===== config.mk =====
export PLATFORM = sky130hd
export DESIGN_NAME = ttc_top
export DESIGN_NICKNAME = d
export VERILOG_FILES = /design/src/ttc_pkg.sv /design/src/ttc_top.sv
export VERILOG_INCLUDE_DIRS = /design/src
export SDC_FILE = /design/constraint.sdc
export NUM_CORES = 1
export LEC_CHECK = 0
export BUFFER_PORTS_ARGS = -buffer_cell sky130_fd_sc_hd__buf_2
export CAP_MARGIN = 10
export CORE_MARGIN = 2
export CORE_UTILIZATION = 63
export CTS_CLUSTER_SIZE = 40
export DETAILED_ROUTE_END_ITERATION = 10
export HOLD_SLACK_MARGIN = 0.1
export PLACE_DENSITY = 0.95
export SLEW_MARGIN = 10
export SYNTH_ARGS = -nofsm -noshare
export SYNTH_HDL_FRONTEND = slang
export SYNTH_SLANG_ARGS = --single-unit

===== constraint.sdc =====
create_clock -name sys_clk_i -period 3 [get_ports sys_clk_i]
set_input_delay 0.15 -clock sys_clk_i [delete_from_list [all_inputs] [get_ports sys_clk_i]]
set_output_delay 0.15 -clock sys_clk_i [all_outputs]
set_load 0.02 [all_outputs]

===== src/ttc_consts.svh =====
// Timer unit constants: word indices, field positions, reset values, phase timing.
// Assumes 32-bit classic Wishbone, byte address = 4 * word index.
`ifndef TTC_CONSTS_SVH
`define TTC_CONSTS_SVH

`define TTC_IDX_MODE 6'h00
`define TTC_IDX_CTRL 6'h01
`define TTC_IDX_LOW0 6'h02
`define TTC_IDX_HIGH0 6'h03
`define TTC_IDX_LOW1 6'h04
`define TTC_IDX_HIGH1 6'h05
`define TTC_IDX_CTRL2 6'h06
`define TTC_IDX_CNT2L 6'h07
`define TTC_IDX_CNT2H 6'h08
`define TTC_IDX_CAPL 6'h09
`define TTC_IDX_CAPH 6'h0a
`define TTC_IDX_CFG 6'h0b

`define TTC_MODE_GATE1 7
`define TTC_MODE_CT1 6
`define TTC_MODE_SEL1_HI 5
`define TTC_MODE_SEL1_LO 4
`define TTC_MODE_GATE0 3
`define TTC_MODE_CT0 2
`define TTC_MODE_SEL0_HI 1
`define TTC_MODE_SEL0_LO 0

`define TTC_CTRL_OVF1 7
`define TTC_CTRL_RUN1 6
`define TTC_CTRL_OVF0 5
`define TTC_CTRL_RUN0 4

`define TTC_CTRL2_OVF 7
`define TTC_CTRL2_EXF 6
`define TTC_CTRL2_RXBAUD 5
`define TTC_CTRL2_TXBAUD 4
`define TTC_CTRL2_EXEN 3
`define TTC_CTRL2_RUN 2
`define TTC_CTRL2_SRC 1
`define TTC_CTRL2_CAP 0

`define TTC_CFG_SIX_CLOCK 0

`define TTC_RESET_BYTE 8'h00

`define TTC_CLOCKS_12T 4'hc
`define TTC_CLOCKS_6T 4'h6
`define TTC_PHASE_C3 4'h2
`define TTC_PHASE_C4 4'h3

`endif


===== src/ttc_pkg.sv =====
// Types of the timer unit.
// Enum values are implicit; nothing comes from ttc_consts.svh.
package ttc_pkg;

    typedef enum logic [1:0] {
        TTC_MODE_13BIT,
        TTC_MODE_16BIT,
        TTC_MODE_AUTO8,
        TTC_MODE_SPLIT
    } ttc_mode_e;

    typedef struct packed {
        logic trig_pin;
        logic third_count_pin;
        logic count_input_pin_one;
        logic count_input_pin_zero;
    } ttc_pins_s;

endpackage


===== src/ttc_top.sv =====
// Timer unit: two 13/16/8-bit counters with split mode, one 16-bit capture/reload counter.
// Assumes classic Wishbone, pins synchronous to sys_clk_i, vector pulses from interrupt logic.
//
// Summary of operation
// - A machine cycle lasts 12 or 6 clocks, chosen by the configuration bit.
// - Count pins are sampled once per machine cycle; high then low counts once.
// - Edge detection spans two machine cycles, limiting count rate to clock/24, or clock/12 with 6-clock cycles.
// - Counts update at phase C3; an edge lands one machine cycle after detection.
// - Mode register bit 2 and bit 6 pick counter function; two bits pick mode.
// - Timer function counts once per machine cycle, clock/12 by default.
// - Mode 0 counts 13 bits: high byte and five low bits of low byte.
// - Counters 0 and 1 run when run bit set and gate clear or pin high.
// - Mode 0 wrap from 1fff to 0000 sets the overflow flag.
// - Mode 1 wrap from ffff to 0000 sets the overflow flag.
// - Mode 2 low byte wraps from ff, sets flag, reloads from high byte.
// - Mode 3 on counter 1 freezes its count.
// - Counter 0 mode 3 splits it; high byte uses counter 1 run bit and flag.
// - Then counter 1 ignores its run bit and flag but keeps gating and baud output.
// - Counter 2 counts pin edges or machine cycles, gated by its run bit.
// - Capture mode counts up 16 bits; rollover sets counter 2 overflow flag.
// - Capture mode trigger edge copies count to capture pair and sets trigger flag.
// - Reload mode rollover from ffff reloads from capture pair and sets overflow flag.
// - Reload mode trigger edge also reloads and sets trigger flag.
// - Baud select bits make rollover reload without setting the overflow flag.
// - Baud mode trigger edge sets the trigger flag.
// - Counter 0 and 1 overflow flags clear on interrupt vector acknowledge.
// - Counter 2 flags clear only by software writes.
`include "ttc_consts.svh"
`timescale 1ns/1ps
`default_nettype none

module ttc_top import ttc_pkg::*; (
    input wire logic sys_clk_i, // System clock, 10 MHz.
    input wire logic resetn_i, // Synchronous reset, active low.
    input wire logic wb_cyc_i, // Wishbone cycle.
    input wire logic wb_stb_i, // Wishbone strobe.
    input wire logic wb_we_i, // Wishbone write enable.
    input wire logic [7:0] wb_adr_i, // Wishbone byte address.
    input wire logic [3:0] wb_sel_i, // Wishbone byte selects.
    input wire logic [31:0] wb_dat_i, // Wishbone write data.
    output logic [31:0] wb_dat_o, // Wishbone read data.
    output logic wb_ack_o, // Wishbone acknowledge.
    input wire ttc_pins_s count_pins_i, // External count and trigger pins.
    input wire logic ext_interrupt_pin_zero_i, // Gate pin for counter 0.
    input wire logic ext_interrupt_pin_one_i, // Gate pin for counter 1.
    input wire logic vector_ack_zero_i, // Counter 0 service entry pulse.
    input wire logic vector_ack_one_i, // Counter 1 service entry pulse.
    output logic overflow_flag_zero_o, // Counter 0 overflow flag.
    output logic overflow_flag_one_o, // Counter 1 overflow flag.
    output logic third_overflow_flag_o, // Counter 2 overflow flag.
    output logic ext_trigger_flag_o, // Counter 2 external trigger flag.
    output logic baud_tick_one_o, // Pulse on counter 1 rollover.
    output logic baud_tick_two_o // Pulse on counter 2 rollover in baud mode.
);

    logic [7:0] timer_mode_reg, timer_mode_next;
    logic [7:0] timer_control_reg, timer_control_next;
    logic [7:0] low_byte_zero_reg, low_byte_zero_next;
    logic [7:0] high_byte_zero_reg, high_byte_zero_next;
    logic [7:0] low_byte_one_reg, low_byte_one_next;
    logic [7:0] high_byte_one_reg, high_byte_one_next;
    logic [7:0] third_timer_control_reg, third_timer_control_next;
    logic [15:0] third_count_reg, third_count_next;
    logic [15:0] capture_reload_reg, capture_reload_next;
    logic config_six_reg, config_six_next;
    logic [3:0] phase_reg, phase_next;
    logic [3:0] sample_prev_reg, sample_cur_reg, edge_pend_reg;
    logic [3:0] sample_prev_next, sample_cur_next, edge_pend_next;
    logic ack_reg;
    logic [31:0] dat_reg, dat_next;
    logic tick_one_reg, tick_one_next, tick_two_reg, tick_two_next;

    // Machine cycle pacing.
    wire [3:0] phase_last = (config_six_reg ? `TTC_CLOCKS_6T : `TTC_CLOCKS_12T) - 4'h1;
    wire update_tick = (phase_reg == `TTC_PHASE_C3);
    wire sample_tick = (phase_reg == `TTC_PHASE_C4);
    wire [3:0] pins_now = count_pins_i;

    // Bus decode.
    wire [5:0] word_idx = wb_adr_i[7:2];
    wire bus_req = wb_cyc_i & wb_stb_i;
    wire bus_wr = bus_req & wb_we_i & ack_reg & wb_sel_i[0];
    wire [7:0] wdata = wb_dat_i[7:0];
    wire wr_mode = bus_wr & (word_idx == `TTC_IDX_MODE);
    wire wr_ctrl = bus_wr & (word_idx == `TTC_IDX_CTRL);
    wire wr_low0 = bus_wr & (word_idx == `TTC_IDX_LOW0);
    wire wr_high0 = bus_wr & (word_idx == `TTC_IDX_HIGH0);
    wire wr_low1 = bus_wr & (word_idx == `TTC_IDX_LOW1);
    wire wr_high1 = bus_wr & (word_idx == `TTC_IDX_HIGH1);
    wire wr_ctrl2 = bus_wr & (word_idx == `TTC_IDX_CTRL2);
    wire wr_cnt2l = bus_wr & (word_idx == `TTC_IDX_CNT2L);
    wire wr_cnt2h = bus_wr & (word_idx == `TTC_IDX_CNT2H);
    wire wr_capl = bus_wr & (word_idx == `TTC_IDX_CAPL);
    wire wr_caph = bus_wr & (word_idx == `TTC_IDX_CAPH);
    wire wr_cfg = bus_wr & (word_idx == `TTC_IDX_CFG);

    // Mode register fields.
    wire [1:0] mode0_bits = timer_mode_reg[`TTC_MODE_SEL0_HI:`TTC_MODE_SEL0_LO];
    wire [1:0] mode1_bits = timer_mode_reg[`TTC_MODE_SEL1_HI:`TTC_MODE_SEL1_LO];
    wire ttc_mode_e mode0 = ttc_mode_e'(mode0_bits);
    wire ttc_mode_e mode1 = ttc_mode_e'(mode1_bits);
    wire counter_fn0 = timer_mode_reg[`TTC_MODE_CT0];
    wire counter_fn1 = timer_mode_reg[`TTC_MODE_CT1];
    wire run0 = timer_control_reg[`TTC_CTRL_RUN0];
    wire run1 = timer_control_reg[`TTC_CTRL_RUN1];
    wire split0 = (mode0 == TTC_MODE_SPLIT);

    // Count enables, taken at the update phase.
    wire gate_ok0 = ~timer_mode_reg[`TTC_MODE_GATE0] | ext_interrupt_pin_zero_i;
    wire gate_ok1 = ~timer_mode_reg[`TTC_MODE_GATE1] | ext_interrupt_pin_one_i;
    wire src0 = counter_fn0 ? edge_pend_reg[0] : 1'b1;
    wire src1 = counter_fn1 ? edge_pend_reg[1] : 1'b1;
    wire inc0 = update_tick & run0 & gate_ok0 & src0;
    wire run1_eff = split0 ? 1'b1 : run1;
    wire inc1 = update_tick & run1_eff & gate_ok1 & src1 & (mode1 != TTC_MODE_SPLIT);
    wire inc0_high = update_tick & split0 & run1;

    // Counter 0 and 1 arithmetic.
    wire [12:0] c0_13 = {high_byte_zero_reg, low_byte_zero_reg[4:0]} + 13'h0001;
    wire [15:0] c0_16 = {high_byte_zero_reg, low_byte_zero_reg} + 16'h0001;
    wire [12:0] c1_13 = {high_byte_one_reg, low_byte_one_reg[4:0]} + 13'h0001;
    wire [15:0] c1_16 = {high_byte_one_reg, low_byte_one_reg} + 16'h0001;
    wire [7:0] lo0_inc = low_byte_zero_reg + 8'h01;
    wire [7:0] hi0_inc = high_byte_zero_reg + 8'h01;
    wire [7:0] lo1_inc = low_byte_one_reg + 8'h01;
    wire all13_0 = &{high_byte_zero_reg, low_byte_zero_reg[4:0]};
    wire all16_0 = &{high_byte_zero_reg, low_byte_zero_reg};
    wire all13_1 = &{high_byte_one_reg, low_byte_one_reg[4:0]};
    wire all16_1 = &{high_byte_one_reg, low_byte_one_reg};
    wire lo0_full = &low_byte_zero_reg;
    wire hi0_full = &high_byte_zero_reg;
    wire lo1_full = &low_byte_one_reg;

    // Counter 2 controls.
    wire run2 = third_timer_control_reg[`TTC_CTRL2_RUN];
    wire src2 = third_timer_control_reg[`TTC_CTRL2_SRC] ? edge_pend_reg[2] : 1'b1;
    wire inc2 = update_tick & run2 & src2;
    wire baud_mode = third_timer_control_reg[`TTC_CTRL2_RXBAUD] | third_timer_control_reg[`TTC_CTRL2_TXBAUD];
    wire capture_mode = third_timer_control_reg[`TTC_CTRL2_CAP] & ~baud_mode;
    wire trig2 = update_tick & third_timer_control_reg[`TTC_CTRL2_EXEN] & edge_pend_reg[3];
    wire roll2 = inc2 & (&third_count_reg);
    wire [15:0] cnt2_inc = third_count_reg + 16'h0001;

    // Pins are sampled at C4; an edge is held until the next C3.
    genvar gi;
    generate
        for (gi = 0; gi < 4; gi++) begin : g_pin
            always_comb begin
                sample_cur_next[gi] = sample_tick ? pins_now[gi] : sample_cur_reg[gi];
                sample_prev_next[gi] = sample_tick ? sample_cur_reg[gi] : sample_prev_reg[gi];
                if (sample_tick) begin
                    edge_pend_next[gi] = sample_cur_reg[gi] & ~pins_now[gi];
                end else if (update_tick) begin
                    edge_pend_next[gi] = 1'b0;
                end else begin
                    edge_pend_next[gi] = edge_pend_reg[gi];
                end
            end
        end
    endgenerate

    // Counters 0 and 1, then their flags.
    logic set_ovf0, set_ovf1, roll1;
    always_comb begin
        low_byte_zero_next = low_byte_zero_reg;
        high_byte_zero_next = high_byte_zero_reg;
        low_byte_one_next = low_byte_one_reg;
        high_byte_one_next = high_byte_one_reg;
        set_ovf0 = 1'b0;
        set_ovf1 = 1'b0;
        roll1 = 1'b0;
        if (inc0) begin
            unique case (mode0)
                TTC_MODE_13BIT: begin
                    {high_byte_zero_next, low_byte_zero_next[4:0]} = c0_13;
                    set_ovf0 = all13_0;
                end
                TTC_MODE_16BIT: begin
                    {high_byte_zero_next, low_byte_zero_next} = c0_16;
                    set_ovf0 = all16_0;
                end
                TTC_MODE_AUTO8: begin
                    low_byte_zero_next = lo0_full ? high_byte_zero_reg : lo0_inc;
                    set_ovf0 = lo0_full;
                end
                TTC_MODE_SPLIT: begin
                    low_byte_zero_next = lo0_inc;
                    set_ovf0 = lo0_full;
                end
            endcase
        end
        if (inc0_high) begin
            high_byte_zero_next = hi0_inc;
            set_ovf1 = hi0_full;
        end
        if (inc1) begin
            unique case (mode1)
                TTC_MODE_13BIT: begin
                    {high_byte_one_next, low_byte_one_next[4:0]} = c1_13;
                    roll1 = all13_1;
                end
                TTC_MODE_16BIT: begin
                    {high_byte_one_next, low_byte_one_next} = c1_16;
                    roll1 = all16_1;
                end
                TTC_MODE_AUTO8: begin
                    low_byte_one_next = lo1_full ? high_byte_one_reg : lo1_inc;
                    roll1 = lo1_full;
                end
                TTC_MODE_SPLIT: begin
                    roll1 = 1'b0;
                end
            endcase
        end
        if (roll1 & ~split0) begin
            set_ovf1 = 1'b1;
        end
        if (wr_low0) begin
            low_byte_zero_next = wdata;
        end
        if (wr_high0) begin
            high_byte_zero_next = wdata;
        end
        if (wr_low1) begin
            low_byte_one_next = wdata;
        end
        if (wr_high1) begin
            high_byte_one_next = wdata;
        end
        tick_one_next = roll1;
        timer_control_next = wr_ctrl ? {wdata[7:4], 4'h0} : timer_control_reg;
        if (vector_ack_zero_i) begin
            timer_control_next[`TTC_CTRL_OVF0] = 1'b0;
        end
        if (vector_ack_one_i) begin
            timer_control_next[`TTC_CTRL_OVF1] = 1'b0;
        end
        if (set_ovf0) begin
            timer_control_next[`TTC_CTRL_OVF0] = 1'b1;
        end
        if (set_ovf1) begin
            timer_control_next[`TTC_CTRL_OVF1] = 1'b1;
        end
    end

    // Counter 2 with capture, reload and baud modes.
    logic set_ovf2, set_exf;
    always_comb begin
        third_count_next = third_count_reg;
        capture_reload_next = capture_reload_reg;
        set_ovf2 = 1'b0;
        set_exf = trig2;
        tick_two_next = 1'b0;
        if (capture_mode) begin
            if (inc2) begin
                third_count_next = cnt2_inc;
                set_ovf2 = roll2;
            end
            if (trig2) begin
                capture_reload_next = third_count_reg;
            end
        end else begin
            if (roll2) begin
                third_count_next = capture_reload_reg;
                set_ovf2 = ~baud_mode;
                tick_two_next = baud_mode;
            end else if (inc2) begin
                third_count_next = cnt2_inc;
            end
            if (trig2 & ~baud_mode) begin
                third_count_next = capture_reload_reg;
            end
        end
        if (wr_cnt2l) begin
            third_count_next[7:0] = wdata;
        end
        if (wr_cnt2h) begin
            third_count_next[15:8] = wdata;
        end
        if (wr_capl) begin
            capture_reload_next[7:0] = wdata;
        end
        if (wr_caph) begin
            capture_reload_next[15:8] = wdata;
        end
        third_timer_control_next = wr_ctrl2 ? wdata : third_timer_control_reg;
        if (set_ovf2) begin
            third_timer_control_next[`TTC_CTRL2_OVF] = 1'b1;
        end
        if (set_exf) begin
            third_timer_control_next[`TTC_CTRL2_EXF] = 1'b1;
        end
    end

    // Read mux and remaining next values.
    logic [7:0] rd_byte;
    always_comb begin
        unique case (word_idx)
            `TTC_IDX_MODE: rd_byte = timer_mode_reg;
            `TTC_IDX_CTRL: rd_byte = timer_control_reg;
            `TTC_IDX_LOW0: rd_byte = low_byte_zero_reg;
            `TTC_IDX_HIGH0: rd_byte = high_byte_zero_reg;
            `TTC_IDX_LOW1: rd_byte = low_byte_one_reg;
            `TTC_IDX_HIGH1: rd_byte = high_byte_one_reg;
            `TTC_IDX_CTRL2: rd_byte = third_timer_control_reg;
            `TTC_IDX_CNT2L: rd_byte = third_count_reg[7:0];
            `TTC_IDX_CNT2H: rd_byte = third_count_reg[15:8];
            `TTC_IDX_CAPL: rd_byte = capture_reload_reg[7:0];
            `TTC_IDX_CAPH: rd_byte = capture_reload_reg[15:8];
            `TTC_IDX_CFG: rd_byte = {7'h00, config_six_reg};
            default: rd_byte = 8'h00;
        endcase
        dat_next = (bus_req & ~ack_reg) ? {24'h000000, rd_byte} : dat_reg;
        timer_mode_next = wr_mode ? wdata : timer_mode_reg;
        config_six_next = wr_cfg ? wdata[`TTC_CFG_SIX_CLOCK] : config_six_reg;
        phase_next = (phase_reg >= phase_last) ? 4'h0 : phase_reg + 4'h1;
    end

    always_ff @(posedge sys_clk_i) begin
        if (!resetn_i) begin
            timer_mode_reg <= `TTC_RESET_BYTE;
            timer_control_reg <= `TTC_RESET_BYTE;
            low_byte_zero_reg <= `TTC_RESET_BYTE;
            high_byte_zero_reg <= `TTC_RESET_BYTE;
            low_byte_one_reg <= `TTC_RESET_BYTE;
            high_byte_one_reg <= `TTC_RESET_BYTE;
            third_timer_control_reg <= `TTC_RESET_BYTE;
            third_count_reg <= 16'h0000;
            capture_reload_reg <= 16'h0000;
            config_six_reg <= 1'b0;
            phase_reg <= 4'h0;
        end else begin
            timer_mode_reg <= timer_mode_next;
            timer_control_reg <= timer_control_next;
            low_byte_zero_reg <= low_byte_zero_next;
            high_byte_zero_reg <= high_byte_zero_next;
            low_byte_one_reg <= low_byte_one_next;
            high_byte_one_reg <= high_byte_one_next;
            third_timer_control_reg <= third_timer_control_next;
            third_count_reg <= third_count_next;
            capture_reload_reg <= capture_reload_next;
            config_six_reg <= config_six_next;
            phase_reg <= phase_next;
        end
    end

    // Pin samples reset high, so no false edge follows release while the pins are high; a pin low at release gives one edge.
    always_ff @(posedge sys_clk_i) begin
        if (!resetn_i) begin
            sample_prev_reg <= 4'hf;
            sample_cur_reg <= 4'hf;
            edge_pend_reg <= 4'h0;
        end else begin
            sample_prev_reg <= sample_prev_next;
            sample_cur_reg <= sample_cur_next;
            edge_pend_reg <= edge_pend_next;
        end
    end

    // Ack comes one cycle after a request and drops the cycle after.
    always_ff @(posedge sys_clk_i) begin
        if (!resetn_i) begin
            ack_reg <= 1'b0;
            dat_reg <= 32'h00000000;
            tick_one_reg <= 1'b0;
            tick_two_reg <= 1'b0;
        end else begin
            ack_reg <= bus_req & ~ack_reg;
            dat_reg <= dat_next;
            tick_one_reg <= tick_one_next;
            tick_two_reg <= tick_two_next;
        end
    end

    assign wb_ack_o = ack_reg;
    assign wb_dat_o = dat_reg;
    assign overflow_flag_zero_o = timer_control_reg[`TTC_CTRL_OVF0];
    assign overflow_flag_one_o = timer_control_reg[`TTC_CTRL_OVF1];
    assign third_overflow_flag_o = third_timer_control_reg[`TTC_CTRL2_OVF];
    assign ext_trigger_flag_o = third_timer_control_reg[`TTC_CTRL2_EXF];
    assign baud_tick_one_o = tick_one_reg;
    assign baud_tick_two_o = tick_two_reg;

endmodule // ttc_top

`default_nettype wire


# --- Yosys cells after proc, flatten, opt, wreduce, memory -nomap -nowiden ---
# Index checks and enable logic that the tools add are counted.
# Widths: inputs -> output; s select.
classes:
  eq_ne: 20
  n_mux: 55
  addsub: 10
  magnitude_cmp: 1
  reduce_logical: 39
  bitwise_logic: 52
ops:
  columns: ["cell", "count"]
  rows:
  - ["$mux 8", 17]
  - ["$mux 16", 6]
  - ["$pmux 8 s12", 1]
  - ["$add 16x1->16 const B", 3]
  - ["$reduce_and 16->1", 3]
  - ["$and 1x1->1", 38]
  - ["$pmux 8 s2", 2]
  - ["$add 13x1->13 const B", 2]
  - ["$reduce_and 13->1", 2]
  - ["$add 8x1->8 const B", 3]
  - ["$eq 6x3->1 const B", 4]
  - ["$eq 6x4->1 const B", 4]
  - ["$reduce_and 8->1", 3]
  - ["$mux 1", 22]
  - ["$pmux 5 s4", 1]
  - ["$reduce_bool 2->1", 10]
  - ["$pmux 5 s3", 1]
  - ["$reduce_bool 3->1", 5]
  - ["$reduce_and 2->1", 7]
  - ["$eq 6x2->1 const B", 2]
  - ["$reduce_bool 4->1", 3]
  - ["$not 1->1", 11]
  - ["$pmux 3 s3", 1]
  - ["$eq 2x2->1 const B", 4]
  - ["16 further kinds", 22]
word_totals:
  input_bits: 57
  output_inout_bits: 39
  word_cells: 201
  regBits: 108

# --- Depth between registers and ports, before layout ---
# Gate-level depths: netlist (run 1).
logic_depth:
  word_depth: 10
  depth_mapped: 9
  depth_no_buf: 8

# --- Worst setup path after synthesis (run 1) ---
# No wires, ideal clock.
synth_timing:
  path_kind: "flip-flop to flip-flop"
  from: "reg phase_reg[0]"
  to: "reg third_count_reg[14]"
  slack_ps: 990
  synth_period_minus_slack_ps: 2010
  t_required_ps: 2884
  stages_incl_launch_ff: 10
  arrival_ps: 1893
  n_path_buf: 1
  path_cell_list: "dfxtp_1 -> inv_1 -> ha_1 -> nor3b_4 -> nand4_2 -> o41a_1 -> buf_2 -> o21ai_1 -> a21oi_1 -> a41o_1"
synth_via:
  elab_chain_cells: 8
  word_cells_on_any_way: 12
synth_rtl:
  columns: ["element", "line_no", "rtl"]
  rows:
  - ["from (decl)", "ttc_top.sv:66", "logic [3:0] phase_reg, phase_next;"]
  - ["from (signal assigned)", "ttc_top.sv:343", "phase_reg <= phase_next;"]
  - ["$eq 4x2->1 (no source line) *", null, null]
  - ["$and 1x1->1 (2 in a row)", "ttc_top.sv:137", "wire inc2 = update_tick & run2 & src2;"]
  - ["$mux 16 / $and 1x1->1 (equally long branches)", null, null]
  - ["$mux 16", "ttc_top.sv:263", "if (roll2) begin"]
  - ["$mux 16", "ttc_top.sv:270", "if (trig2 & ~baud_mode) begin"]
  - ["$mux 16 *", "ttc_top.sv:254", "if (capture_mode) begin"]
  - ["$mux 8 *", "ttc_top.sv:277", "if (wr_cnt2h) begin"]
  - ["to (signal assigned)", "ttc_top.sv:340", "third_count_reg <= third_count_next;"]
  - ["to (decl)", "ttc_top.sv:63", "logic [15:0] third_count_reg, third_count_next;"]
# Every way passes the cells marked *; elsewhere a longest branch is shown, timed or not.
# A chain may end at the register's enable or synchronous reset.

# --- Worst setup path after layout (run 1) ---
layout_timing:
  from: "reg phase_reg[1]"
  to: "reg third_count_reg[14]"
# The elaborated chain is that of the path after synthesis.

==> results of run 1 <==
worst max-delay path: stages (launching register included):
cell	delay, ns
dfxtp_1	0.40
ha_1	0.22
nor3b_4	0.46
nand4_2	0.31
o41a_1	0.55
o21ai_1	0.19
a21oi_1	0.06
a41o_1	0.21
per-stage QoR:
step / util [%] / cell area [um2] / hold slack [ns] / worst slack, ns
6_report: 68.1 / 7290 / 0.140 / 0.494
3_3_place_gp: 65.4 / 7000 / 0.357 / 0.671
3_5_place_dp: 65.4 / 7000 / 0.371 / 0.579
4_1_cts: 68.1 / 7290 / 0.127 / 0.537
2_1_floorplan: - / 6910 / 0.269 / 0.990
5_1_grt: 68.1 / 7290 / 0.141 / 0.361
power groups by stage:
stage               logic [uW]  clock network [uW]  registers (uW)
finish                     227                 938            1450
global route               239                 985            1450
CTS                        219                 927            1450
detailed placement         210                   0            1480
global placement           205                   0            1480
floorplan                  163                   0            1480
per-layer routing:
metal  track usage [%]  vias up  wire [um]
met3              7.90      114       2610
met4              21.5        0       1210
met5                 0        -          0
met2              52.6      585       8950
met1              48.3     3120       7840
li1                  -     3060          -
cells in the mapped netlist (5+ instances only):
cell and n:
a32oi_1 5, a22oi_1 6, and2_1 9, o2111ai_1 6
clkbuf_1 30, a221oi_1 7, xnor2_1 21, o211ai_1 9
mux4_2 12, o22ai_1 8, nand2_1 97, nand2b_1 5
inv_1 20, or2_2 5, ha_1 17, buf_2 14
and3_1 12, and4_1 6, o221ai_1 13, buf_4 26
o21ai_0 46, a21oi_1 45, nor3_1 15, mux2i_1 33
dfxtp_1 108, xor2_1 14, a22o_1 5, nand4_1 25
a211oi_1 23, nor2_1 74, nand3_1 42
cells by family after synthesis:
logic type | count (synthesis)
and+or+nand+nor | 315
AOI/OAI and AO/OA | 209
DFF | 108
buffers and inverters | 92
muxes | 49
xor gates and xnor gates | 35
adders and majority gates | 17
other | 1
cell usage in the layout, fill, tap and decap left out, drive strengths merged, types with 13 or more instances in the layout:
| master | Yosys | final |
|---|---|---|
| mux2i | 33 | 33 |
| inv | 20 | 21 |
| a211oi | 23 | 23 |
| o221ai | 13 | 13 |
| nor3 | 16 | 16 |
| o21ai | 50 | 50 |
| dfxtp | 108 | 108 |
| conb | 1 | 24 |
| nor2 | 75 | 75 |
| a21oi | 45 | 45 |
| xor2 | 14 | 14 |
| buf | 41 | 54 |
| xnor2 | 21 | 21 |
| ha | 17 | 17 |
| nand2 | 97 | 97 |
| nand3 | 42 | 42 |
| nand4 | 26 | 26 |
repair_timing:
action / CTS / global route
hold buffers: 9 / 0
hold endpoints to repair: 8 / 0
setup buffers: 0 / 0
cell type report:
cell class,instances,area [um2]
Sequential cell,108,2160
Clock inverter,5,60.1
Inverter,21,78.8
Timing Repair Buffer,63,390
Tap cell,140,175
Multi-Input combinational cell,649,4280
Fill cell,828,3410
Clock buffer,11,141
path summary, 6_finish.rpt:
check                from                    endpoint  slack, ns  cells past startpoint
max          phase_reg[1]         third_count_reg[14]       0.49                      7
min           wb_dat_i[5]  third_timer_control_reg[5]       0.14                      3
max reg2reg  phase_reg[1]         third_count_reg[14]       0.49                      7
min reg2reg   wb_dat_o[6]                 wb_dat_o[6]       0.47                      2
==> results by group, run 1 <==
Run status
  – Outcome: finished, final reports clean

STA
  – Clock skew: about 0.014 ns
  – Period utilization: 83.5%
  – Final setup fails: 0
  – Post-route minimum period: between 2 and 3 ns
  – Fmax: 399 MHz
  – Final hold vios: 0
  – TNS Setup: 0 ns
  – Slew Limit Headroom: about half
  – Pins Over Slew Limit: 0
  – Least-Margin Pin Slew: 0.741 ns
  – RSZ-0062 raised after global routing: false

Synth
  – Post-synthesis xor/xnor area fraction: roughly 4.5%
  – Post-synth EDFFs: 0
  – Flops & latches, synth: approximately 110
  – Sequential area share after synthesis: between 30% and 40%
  – Cell area after synthesis: 0.00683 mm2
  – Avg Inst Size Synth: roughly 8.3 um2
  – Area leader, netlist: dfxtp_1
  – Synth Area in Compound Gates: between 20% and 30%
  – Main synth FF type: dfxtp_1
  – Synth Area in Adders: under 10%
  – Cells after Synth: 826
  – Multiplexer share of the synthesized area: 9.46%
  – Warnings, synthesis: 0
  – Post-synthesis simple-gate area fraction: roughly a quarter
  – Share of the synthesized area in the top cell type: about a third
  – Largest cells by area after synthesis: dfxtp_1 32%, nand2_1 5.3%, mux2i_1 4.8%, nor2_1 4.1%, mux4_2 4.0%
  – Synth unique cells: between 60 and 70
  – Fraction of registers with async set/reset: 0%
  – Largest family of logic cells by synthesized area: simple AND/OR/NAND/NOR gates

Clocking
  – Clock buffer depth: 2
  – Post_cts resized: 0
  – Clock transition at path regs: between 0.1 and 0.15 ns
  – CTS tree: done
  – Htree depth: 3
  – Cts bufs inserted: 9
  – Clock Sinks: approximately 110
  – Clock Root Buffer: clkbuf_8
  – Later-pin clock latency in the skew report: between 0.3 and 0.4 ns

Die
  – Die ar.: ~0.012 mm2
  – Die Y: ~110 um
  – Rows: 38
  – IO Count: 96
  – Die extent in x: approximately 110 um
  – Initial Utilization: 63.8%
  – Core area: 0.0107 mm2

Power
  – Switching power: 700 uW
  – Sw Share: 26.7%
  – Reg power frac: a little under three fifths
  – Pint: ~1900 uW
  – Clock Power Share: between 30% and 40%
  – Overall Power: 2620 uW
  – LEAKAGE: between 0.002 and 0.003 uW
  – Cell area power density: around 360 mW/mm2
  – Comb pwr share: around 8.7%
  – Worst VDD drop: ~0.29 mV

Placed design
  – Placed Cells incl. Taps: roughly 1,000
  – Placer Congestion: 1.00
  – Port bufs: between 40 and 50
  – DP Wirelength: between 10 and 15 mm

Detailed routing
  – Routed WL per cell: a little over 20 um
  – Drt pass-1 iters: 7
  – Via count: 6,879
  – 1st-iter DRT viols: roughly 1,100
  – Final ANT Viol Nets: 0
  – Vias/cell: approximately 6.9
  – WL final: around 20 mm
  – DRC violations left: 0

Flow run
  – Max Cap Viol: 0

Global routing
  – Vias in the first global route: 6,219
  – GRT overflow: 0
  – Antenna violations before repair: 0
  – Global Route Usage Sum: between 30% and 40%
  – Global-route wire length before repair: ~33 mm
  – Largest net degree at the start of global routing: 54

Worst hold path
  – HP Class: primary input to flop

Critical path
  – Kind of critical path: flop to flop
  – Critical Path Source Type: flop
  – Worst-path fanout max: 10
  – Crit path DAT: approximately 2.8 ns
  – Worst Setup End Kind: flop
  – WP data required: 3.29 ns

Final layout
  – Final #Nets: 926
  – Area Overhead vs Synth: 6.80%
  – Non-Filler Instances: roughly 1,000
  – N_diodes: 0
  – Share of cells above drive strength 1: ~13%
No activity file was read; power rests on OpenSTA's default activity.
==> inputs of run 2 (changes only) <==
- CORE_UTILIZATION: 63 -> 58
- PLACE_DENSITY: 0.95 -> 0.91
- clock period: 3 -> 2.45 ns (I/O delays scaled with it)
==> run 2 against run 1 <==
  * Sequential power rose by 23%
  * Largest power group unchanged
  * Power up 39%
  * Combinational power increased by 25%
  * Wire length is 1.3% lower
  * Clock power rose by 67%
  * Critical path depth unchanged
  * Register-to-register slack worse by 0.36 ns
  * Die area rose by 8.3%
==> results by group, run 2 (synthesis gave the netlist of run 1 again) <==
Placed design
  – Placed Cells incl. Taps: 986 (+1.4%)
  – DP Wirelength: 14.2 mm (-1.6%)
  – DP Area: 0.00708 mm2 (+1.2%)
  – Placer Congestion: 0.988 (-1.4%)
  – Port bufs: 42 (unchanged)

Final layout
  – Finished Cell Area: 0.00748 mm2 (+2.6%)
  – Commonest non-fill, non-tap cell in the layout: dfxtp_1
  – Commonest cells after routing, fill and taps aside: 108 x dfxtp_1, 97 x nand2_1, 74 x nor2_1
  – Area Overhead vs Synth: 9.62%
  – Final #Nets: 936 (+1.1%)
  – Layout fillers: 900 (+8.7%)
  – Share of cells above drive strength 1: 13.6% (+1.0 points)
  – Non-Filler Instances: 1,008 (+1.1%)
  – N_diodes: 0 (unchanged)

Critical path
  – Buf/Inv on CP: 0 (unchanged)
  – Reg2Reg Setup Slack: 0.13 ns (-0.36 ns)
  – Reg2reg start: phase_reg[1]
  – Worst Setup End Kind: flop
  – Crit-path leading delay family: compound AO/OA/AOI/OAI gates
  – Max stage delay on crit path: 0.55 ns (about the same)
  – Slowest-stage cell, CP: o41a_1
  – Crit path DAT: 2.57 ns (-0.23 ns)
  – WP data required: 2.70 ns (-0.59 ns)
  – Depth of the most critical reg-to-reg path: 7 (unchanged)
  – Kind of critical path: flop to flop
  – CP startpoint: phase_reg[1]
  – CP endpoint: third_count_reg[14]
  – Critical Path Source Type: flop
  – RR Endpoint: third_count_reg[14]
  – Worst path cell trace: ha_1 > nor3b_4 > nand4_2 > o41a_1 > o21ai_1 > a21oi_1 > a41o_1
  – CP Depth: 7 (unchanged)
  – Worst-path fanout max: 7 (-3)

STA
  – Final hold vios: 0 (unchanged)
  – TNS Setup: 0 ns (unchanged)
  – RSZ-0062 raised after global routing: true
  – Period utilization: 94.5% (+11 points)
  – Clock skew: 0.00546 ns (-0.00862 ns)
  – Slew Limit Headroom: 54.7% (+4.7 points)
  – Fmax: 432 MHz (+8.2%)
  – Least-Margin Pin Slew: 0.679 ns (-0.0618 ns)
  – Worst hold slack: 0.117 ns (-0.0233 ns)
  – Final setup fails: 0 (unchanged)
  – Post-route minimum period: 2.32 ns (-0.191 ns)
  – Pins Over Slew Limit: 0 (unchanged)

Flow run
  – Max Cap Viol: 0 (unchanged)

Die
  – Die ar.: 0.0127 mm2 (+8.3%)
  – Core area: 0.0115 mm2 (+7.2%)
  – IO Count: 96 (unchanged)
  – Die extent in x: 112 um (+4.1%)
  – Rows: 39 (+2.6%)
  – Die Y: 112 um (+4.1%)
  – Initial Utilization: 59.5% (-4.3 points)

Worst hold path
  – HP Class: primary input to flop
  – Hold path cells: 3 (unchanged)

Global routing
  – GRT overflow: 0 (unchanged)
  – Vias in the first global route: 6,184 (-0.56%)
  – Grt met2 use: 48.0% (-4.6 points)
  – Largest net degree at the start of global routing: 54 (unchanged)
  – Met3 usage: 7.88% (-0.013 points)
  – Global Route Usage Sum: 32.3% (-3.6 points)
  – Antenna violations before repair: 0 (unchanged)
  – Met1 Track Usage GR: 42.4% (-5.9 points)
  – Top Usage Layer GRT: met2
  – Global-route wire length before repair: 32.6 mm (+0.17%)

Detailed routing
  – Routed WL per cell: 20.2 um (-2.4%)
  – Vias/cell: 6.79 (-1.6%)
  – Via count: 6,841 (-0.55%)
  – DRC violations left: 0 (unchanged)
  – 1st-iter DRT viols: 848 (-20%)
  – WL final: 20.3 mm (-1.3%)
  – Drt pass-1 iters: 6 (-1)
  – Final ANT Viol Nets: 0 (unchanged)

Clocking
  – Clock Sinks: 108 (unchanged)
  – Later-pin clock latency in the skew report: 0.36 ns (-0.03 ns)
  – Htree depth: 3 (unchanged)
  – Clock transition at path regs: 0.07 ns (-0.04 ns)
  – Clock Root Buffer: clkbuf_16
  – CTS tree: done
  – Cts bufs inserted: 9 (unchanged)
  – Clock buffer depth: 2 (unchanged)

Power
  – Overall Power: 3630 uW (+39%)
  – LEAKAGE: 0.00274 uW (+4.1%)
  – Cell area power density: 485 mW/mm2 (+35%)
  – Worst VDD drop: 0.474 mV (+65%)

Run status
  – Outcome: finished, final reports clean
## run 2: what timing repair did
item | in CTS | in global routing
endpoints found under the setup margin | 0 | 8
hold buffers | 7 | 0
resized for setup | 0 | 3
setup buffers | 0 | 1
endpoints found under the hold margin | 6 | 0
## run 2: tightest hold or removal path, stage by stage
cell     delay (ns)
buf_2          0.17
nand3_1        0.08
a21oi_1        0.05
## run 2: report_power, final
group,leakage (uW),switching (uW),internal (uW),total [uW]
sequential,0.000871,10.8,1770,1780
clock,0.000149,653,914,1570
combinational,0.00172,203,79.7,283
## run 2: how the worst min path moves through the flow
stage,end,from
after floorplan,timer_control_reg[5],vector_ack_zero_i
after global placement,timer_control_reg[5],vector_ack_zero_i
after detailed placement,timer_control_reg[5],vector_ack_zero_i
after CTS,timer_control_reg[7],vector_ack_one_i
after global routing,timer_control_reg[7],vector_ack_one_i
final,timer_mode_reg[1],wb_dat_i[1]
## run 2: per-layer routing
metal	vias to the layer above	share of wire [%]
met5	-	0
met4	0	6.0
met3	126	12
met2	481	43
met1	3144	39
li1	3090	-
## run 2: cell type report
cell class                 instances  area (um2)  share of cell area (%)
timing repair buffer              73         460                    6.15
clock buffer                      12         246                    3.29
clock inverter                     2        60.1                   0.803
multi-input combinational        649        4300                    57.4
tap                              143         179                    2.39
sequential                       108        2160                    28.9
inverter                          21        78.8                    1.05
## run 2: metrics by stage
step / worst slack (ns) / util (%)
after floorplan: 0.440 / -
after global placement: 0.200 / 61.8
after detailed placement: 0.108 / 61.8
after CTS: 0.0980 / 65.1
after global routing: -0.0328 / 65.2
final: 0.134 / 65.2
